## src/fbpio_consts.svh

```systemverilog
`ifndef FBPIO_CONSTS_SVH
`define FBPIO_CONSTS_SVH

// Port identifiers carried on the core request.
`define FBPIO_PORT_FIRST 2'h0
`define FBPIO_PORT_SECOND 2'h1
`define FBPIO_PORT_THIRD 2'h2
`define FBPIO_PORT_INPUT 2'h3

// Latch reset values for the output latches.
`define FBPIO_FIRST_RESET 4'hf
`define FBPIO_GROUP_HIGH 4'hf
`define FBPIO_GROUP_LOW 4'h0

// Position of the standby control line in the first port.
`define FBPIO_STANDBY_BIT 3

`endif

```

## src/fbpio_pkg.sv

```systemverilog
package fbpio_pkg;

    // Operations the instruction core can request of the ports.
    typedef enum logic [5:0] {
        FBPIO_OP_NONE = 6'h01,
        FBPIO_OP_READ = 6'h02,
        FBPIO_OP_WRITE = 6'h04,
        FBPIO_OP_SET = 6'h08,
        FBPIO_OP_CLEAR = 6'h10,
        FBPIO_OP_TEST = 6'h20
    } fbpio_op_e;

    // One request from the core.
    typedef struct packed {
        fbpio_op_e op;
        logic [1:0] port;
        logic [1:0] bit_sel;
        logic [3:0] data;
    } fbpio_req_s;

    // One answer to the core.
    typedef struct packed {
        logic valid;
        logic [3:0] data;
        logic line_high;
    } fbpio_rsp_s;

endpackage

```

## src/fbpio_ports.sv

```systemverilog
`timescale 1ns/1ps

// Behaviour
// - Nibble read and write of first port.
// - Bit tests and single-line set/clear.
// - First port top line also controls standby.
// - Second port same functions, no standby.
// - Second port reset level chosen per group.
// - Each line open-drain or pull-up by option.
// - Four input-only lines, never driven.
// - Input lines double as comparator inputs.
// - Third port behaves like the second.
module fbpio_ports
    import fbpio_pkg::*;
#(
    // Fixed mask options: a one selects pull-up, a zero open-drain.
    parameter logic [3:0] FIRST_PULLUP = 4'hf,
    parameter logic [3:0] SECOND_PULLUP = 4'hf,
    parameter logic [3:0] THIRD_PULLUP = 4'hf,
    // Group reset level options: one is high after reset.
    parameter logic SECOND_RESET_HIGH = 1'b1,
    parameter logic THIRD_RESET_HIGH = 1'b1,
    // One selects the comparator role for the input-only lines.
    parameter logic INPUT_AS_COMPARATOR = 1'b0
)
(
    // Clock and reset.
    input wire logic core_clk,
    input wire logic arst_n,
    // Core request and answer.
    input wire fbpio_req_s core_req,
    output fbpio_rsp_s core_rsp,
    // Halt from the core and resulting standby request.
    input wire logic halt_exec,
    output logic standby_req,
    // First port pins.
    input wire logic [3:0] first_port_lines_in,
    output logic [3:0] first_port_lines_out,
    output logic [3:0] first_port_lines_oe,
    // Second port pins.
    input wire logic [3:0] second_port_lines_in,
    output logic [3:0] second_port_lines_out,
    output logic [3:0] second_port_lines_oe,
    // Third port pins.
    input wire logic [3:0] third_port_lines_in,
    output logic [3:0] third_port_lines_out,
    output logic [3:0] third_port_lines_oe,
    // Input-only pins and comparator results.
    input wire logic [3:0] input_only_lines,
    input wire logic [3:0] comparator_lines,
    // Pull-up enables for the pad resistors.
    output logic [3:0] first_pullup_en,
    output logic [3:0] second_pullup_en,
    output logic [3:0] third_pullup_en
);
    `include "fbpio_consts.svh"

    // Reset copy, released two edges after the pin lets go.
    logic rst_s1_r;
    logic rst_n_r;

    // Output latches, one nibble per bidirectional port.
    logic [3:0] lat_r [3];
    logic [3:0] lat_nxt [3];

    // Registered answer to the core.
    fbpio_rsp_s rsp_r;
    fbpio_rsp_s rsp_nxt;

    // Standby request taken in the halt cycle.
    logic standby_r;
    logic standby_nxt;

    // Pin levels: raw per port, the input-only source, filtered per port, and the one a read selects.
    logic [3:0] pin_in [3];
    logic [3:0] input_src;
    logic [3:0] lvl [4];
    logic [3:0] sel_lvl;

    // Pad controls per port and the fixed pull-up masks behind them.
    logic [3:0] pullup_mask [3];
    logic [3:0] pad_oe [3];
    logic [3:0] pad_pu [3];

    // Reset release through two flops; assertion stays asynchronous.
    always_ff @(posedge core_clk or negedge arst_n) begin
        if (!arst_n) begin
            rst_s1_r <= 1'b0;
            rst_n_r <= 1'b0;
        end else begin
            rst_s1_r <= 1'b1;
            rst_n_r <= rst_s1_r;
        end
    end

    // Gather pads and options into arrays so that one loop serves all three ports.
    assign pin_in[0] = first_port_lines_in;
    assign pin_in[1] = second_port_lines_in;
    assign pin_in[2] = third_port_lines_in;
    assign pullup_mask[0] = FIRST_PULLUP;
    assign pullup_mask[1] = SECOND_PULLUP;
    assign pullup_mask[2] = THIRD_PULLUP;

    // One synchroniser per port; the input-only port takes the comparator role by option.
    genvar p;
    generate
        for (p = 0; p < 3; p++) begin : g_port
            fbpio_sync u_sync (
                .core_clk(core_clk),
                .rst_n(rst_n_r),
                .pin_in(pin_in[p]),
                .level(lvl[p])
            );

            // Latches update on write, set or clear aimed at this port only.
            always_comb begin
                lat_nxt[p] = lat_r[p];
                if (core_req.port == 2'(p)) begin
                    unique case (core_req.op)
                        FBPIO_OP_WRITE: lat_nxt[p] = core_req.data;
                        FBPIO_OP_SET: lat_nxt[p][core_req.bit_sel] = 1'b1;
                        FBPIO_OP_CLEAR: lat_nxt[p][core_req.bit_sel] = 1'b0;
                        default: lat_nxt[p] = lat_r[p];
                    endcase
                end
            end
            // Reset values: the first port always high, the other two by their group option.
            always_ff @(posedge core_clk or negedge rst_n_r) begin
                if (!rst_n_r) begin
                    lat_r[p] <= (p == 0) ? `FBPIO_FIRST_RESET
                        : ((p == 1) ? (SECOND_RESET_HIGH ? `FBPIO_GROUP_HIGH : `FBPIO_GROUP_LOW)
                        : (THIRD_RESET_HIGH ? `FBPIO_GROUP_HIGH : `FBPIO_GROUP_LOW));
                end else begin
                    lat_r[p] <= lat_nxt[p];
                end
            end

            // Per line, the sink is on while the latch is low and the pull-up only while it is high.
            always_comb begin
                pad_oe[p] = ~lat_r[p];
                pad_pu[p] = pullup_mask[p] & lat_r[p];
            end
        end
    endgenerate

    // The input-only group takes its plain pins or the comparator results, chosen once for all four lines.
    assign input_src = INPUT_AS_COMPARATOR ? comparator_lines : input_only_lines;

    // Fourth synchroniser for the input-only port; nothing in this block ever drives these lines.
    fbpio_sync u_sync_in (
        .core_clk(core_clk),
        .rst_n(rst_n_r),
        .pin_in(input_src),
        .level(lvl[3])
    );

    // Reads return pin levels, so a line held low by its own latch reads low.
    always_comb begin
        sel_lvl = lvl[core_req.port];
    end

    // Answer for read and test; one cycle after the request.
    always_comb begin
        rsp_nxt = '0;
        unique case (core_req.op)
            FBPIO_OP_READ: begin
                rsp_nxt.valid = 1'b1;
                rsp_nxt.data = sel_lvl;
            end
            FBPIO_OP_TEST: begin
                rsp_nxt.valid = 1'b1;
                rsp_nxt.line_high = sel_lvl[core_req.bit_sel];
            end
            default: rsp_nxt = '0;
        endcase
    end

    // Standby level is sampled during the halt cycle; the outside keeps it clean then.
    always_comb begin
        standby_nxt = standby_r;
        if (halt_exec) begin
            standby_nxt = lvl[0][`FBPIO_STANDBY_BIT];
        end else begin
            standby_nxt = 1'b0;
        end
    end

    // Answer register; a read answer stands for exactly one cycle.
    always_ff @(posedge core_clk or negedge rst_n_r) begin
        if (!rst_n_r) begin
            rsp_r <= '0;
        end else begin
            rsp_r <= rsp_nxt;
        end
    end

    // Standby register; it drops again in the first cycle without a halt.
    always_ff @(posedge core_clk or negedge rst_n_r) begin
        if (!rst_n_r) begin
            standby_r <= 1'b0;
        end else begin
            standby_r <= standby_nxt;
        end
    end

    // Open-drain pads only ever sink, so the data lines stay low and the enables carry the value.
    always_comb begin
        first_port_lines_out = 4'h0;
        second_port_lines_out = 4'h0;
        third_port_lines_out = 4'h0;
        first_port_lines_oe = pad_oe[0];
        second_port_lines_oe = pad_oe[1];
        third_port_lines_oe = pad_oe[2];
        first_pullup_en = pad_pu[0];
        second_pullup_en = pad_pu[1];
        third_pullup_en = pad_pu[2];
    end

    assign core_rsp = rsp_r;
    assign standby_req = standby_r;
endmodule

```

## src/fbpio_sync.sv

```systemverilog
`timescale 1ns/1ps

// Three-stage synchroniser for one nibble of pin levels; a change is accepted once stages two and three agree.
module fbpio_sync
    import fbpio_pkg::*;
(
    // Clock and reset.
    input wire logic core_clk,
    input wire logic rst_n,
    // Pin levels and filtered result.
    input wire logic [3:0] pin_in,
    output logic [3:0] level
);
    `include "fbpio_consts.svh"

    logic [3:0] s1_r;
    logic [3:0] s2_r;
    logic [3:0] s3_r;
    logic [3:0] level_r;
    logic [3:0] level_nxt;

    // Per bit, accept the new level only when the two later stages match.
    genvar g;
    generate
        for (g = 0; g < 4; g++) begin : g_bit
            always_comb begin
                level_nxt[g] = (s2_r[g] == s3_r[g]) ? s3_r[g] : level_r[g];
            end
        end
    endgenerate

    // Released lines float high through the pull-up, so reset to high.
    always_ff @(posedge core_clk or negedge rst_n) begin
        if (!rst_n) begin
            s1_r <= 4'hf;
            s2_r <= 4'hf;
            s3_r <= 4'hf;
            level_r <= 4'hf;
        end else begin
            s1_r <= pin_in;
            s2_r <= s1_r;
            s3_r <= s2_r;
            level_r <= level_nxt;
        end
    end

    assign level = level_r;
endmodule

```

## config.mk

```make
export PLATFORM = sky130hd
export DESIGN_NAME = fbpio_ports
export DESIGN_NICKNAME = d
export VERILOG_FILES = /design/src/fbpio_pkg.sv /design/src/fbpio_ports.sv /design/src/fbpio_sync.sv
export VERILOG_INCLUDE_DIRS = /design/src
export SDC_FILE = /design/constraint.sdc
export NUM_CORES = 1
export LEC_CHECK = 0
export BUFFER_PORTS_ARGS = -buffer_cell sky130_fd_sc_hd__buf_4
export CAP_MARGIN = 0
export CORE_MARGIN = 4
export CORE_UTILIZATION = 30
export DETAILED_ROUTE_END_ITERATION = 7
export PLACE_DENSITY = 0.53
export REMOVE_ABC_BUFFERS = 1
export SLEW_MARGIN = 5
export SYNTH_ARGS = -nofsm -noshare
export SYNTH_HDL_FRONTEND = slang
export SYNTH_SLANG_ARGS = --single-unit
```

## constraint.sdc

```tcl
create_clock -name core_clk -period 2.5 [get_ports core_clk]
set_input_delay 0.5 -clock core_clk [delete_from_list [all_inputs] [get_ports core_clk]]
set_output_delay 0.5 -clock core_clk [all_outputs]
set_load 0.05 [all_outputs]
```

==> impl_metrics.ini <==
[logic_synthesis]
ys_seq_area_share_pct = 73.00
synth.most_common_cell = dfstp_2
async_flop_share_pct = 100.0
synth-seq-cells = 85
syn_avg_cell_area_um2 = 15.37
yosys_warnings = 0
ys_top_cells_by_area = dfstp_2, dfrtp_1, maj3_1
synth_ff_type = dfstp_2
synthCells = 198
synth_commonest_cells = dfstp_2, maj3_1, inv_1, nor3_1, buf_4
ys_types = 30
synth_edf_count = 0
syn_area_mm2 = 0.003044
synth_top_area_share_pct = 65.60
synth_area_leader_cell = dfstp_2

[layout]
fin_nets = 309
fin_util_pct = 39.76
fillers = 953
syn_to_final_growth_pct = 28.24
drive_above_1_share_pct = 60.65
antenna_cells = 0

[sta]
fin_skew_ps = 7.495
finalSetupTns_ps = 0
period_minus_slack_ps = 1629
hold_viol_final = 0
whs_ps = 249.6
drv_slew = 0
setup_violations = 0
fin_ws_ps = 871.0
tightestPinTransition_ps = 690.2
slew_headroom_pct = 53.79
fmax_mhz = 613.9
fin_crit_sh_pct = 65.16
rsz0062_at_grt = false

[clock_network]
clock-sinks = 85
postCtsSetupBuffers = 0
numCtsBuffers = 9
root_buffer = clkbuf_8
cts_tree = built
clk_pin_slew_ps = 80
clk_path_buf_depth = 2
insertion_delay_ps = 350
htree_levels = 3

[power_and_ir_drop]
finalPower_mw = 3.598
p_per_area_mw_per_mm2 = 921.7
irDropWorstVdd_mv = 0.3660
p_leak_nw = 1.629

[critical_path]
regToRegStartpoint = g_port[0].u_sync.level[3]
crit_chain = inv_1 > buf_4
slowest_stage = dfstp_2
slowest_delay_ps = 540
critPathKind = reg -> out
required_ps = 2000
cp_max_fo = 2
startpoint = first_pullup_en[0]
crit_path_end_kind = output pin
arrival_ps = 1130
cp-start-kind = flop

[placed_design]
pre_cts_ws_ps = 518.4
place_congestion = 0.7823
portBuffers = 63
hpwl_um = 3992

[drt]
first_pass_iters = 4
postRouteAntennaNets = 0
drt-total-wl_um = 5460
drt_first_iter_violations = 30
drc_errors = 0
wire_per_inst_um = 13.32
routed_via_density = 4.122
vias = 1690

[die]
core_area_mm2 = 0.009819
die_area_mm2 = 0.01182
io_pins = 80
die_w_um = 108.7
rows = 36
start_util_pct = 31.00
chipHeight_um = 108.7

[grt]
antenna_found_initial = 0
track_usage_pct = 9.595
grt_pass1_vias = 1706
grt_pass1_wl_um = 8549
grt_max_degree = 35
grt-ovfl-total = 0

[worst_hold_path]
hold_path_class = reg -> async

[run_status]
outcome = complete, no violations

[flow_run]
timing.max_cap.violations = 0
## worst paths after layout
check / to / slack, ps / cells past startpoint
min in group core_clk: g_port[0].u_sync.s1_r[0] / 250 / 1
max: first_port_lines_oe[0] / 870 / 2
max in group asynchronous: g_port[0].u_sync.s3_r[2] / 1490 / 1
min: core_rsp[1] / 250 / 0
min reg2reg: core_rsp[1] / 250 / 0
max reg2reg: core_rsp[0] / 1130 / 4
## critical path: cells and delay by family (launching register included)
family	cells	cell delay [ps]
buf+inv	2	240
flops	1	540
## flip-flops by register name, summed over array words and instances, names as in the netlist
name and cells:
core_rsp 6, g_port.u_sync.s1_r 12, rst_s1_r 1, third_pullup_en 4
u_sync_in.s2_r 4, first_pullup_en 4, u_sync_in.s1_r 4, standby_req 1
second_pullup_en 4, u_sync_in.s3_r 4, u_sync_in.level 4, g_port.u_sync.s2_r 12
g_port.u_sync.level 12, rst_n_r 1, g_port.u_sync.s3_r 12
## where the power goes
part / total (mW) / internal, mW / switching [mW]
clock network: 1.16 / 0.695 / 0.465
registers: 1.65 / 1.58 / 0.0682
logic: 0.791 / 0.238 / 0.553
total: 3.60 / 2.51 / 1.09
## metrics by stage
step                      area (um2)  std cells
after floorplan                 2988        195
after global placement          3646        393
after detailed placement        3646        393
after CTS                       3904        410
after global routing            3904        410
final                           3904        410
## timing repair
item                                   CTS  global route
hold buffers                             1             0
gates resized for setup                  0             0
endpoints found under the hold margin    2             0
## cell usage in the layout (no fill, tap or decap), drive strengths merged, types with 3 or more instances in the layout
| cell type | Yosys | layout |
|---|---|---|
| conb | 2 | 13 |
| dfrtp | 9 | 9 |
| inv | 13 | 14 |
| mux4 | 4 | 4 |
| nor2b | 7 | 7 |
| a22oi | 4 | 4 |
| buf | 12 | 65 |
| o22ai | 8 | 8 |
| bufinv | 0 | 3 |
| clkbuf | 2 | 11 |
| maj3 | 16 | 16 |
| o21ai | 9 | 9 |
| nor3 | 13 | 13 |
| dfstp | 76 | 76 |
## logic make-up (layout without fill, tap and decap cells)
kind of cell | after synthesis | in the layout | share of synthesized area (%)
DFF | 85 | 85 | 73.00
and+or+nand+nor | 34 | 34 | 6.617
AOI/OAI and AO/OA | 27 | 27 | 6.248
buffers and inverters | 27 | 95 | 4.809
adders and majority gates | 16 | 16 | 5.261
muxes | 4 | 4 | 2.959
xor gates and xnor gates | 3 | 3 | 0.8633
other | 2 | 13 | 0.2467
## metal layers
| metal | track usage (%) | vias up | share of wire (%) |
|---|---|---|---|
| li1 | - | 810 | - |
| met1 | 12.20 | 821 | 44 |
| met2 | 14.83 | 51 | 48 |
| met3 | 4.144 | 8 | 6.5 |
| met4 | 2.976 | 0 | 0.75 |
| met5 | 0 | - | 0 |
## layout make-up
cell class / count / area, um2 / area share (%)
sequential: 85 / 2226 / 57.02
inverter: 13 / 48.80 / 1.250
clock inverter: 5 / 106.4 / 2.724
multi-input combinational: 97 / 716.9 / 18.37
tap: 133 / 166.4 / 4.263
clock buffer: 11 / 141.4 / 3.622
timing repair buffer: 66 / 498.0 / 12.76
Power figures use the tool's default switching activity.
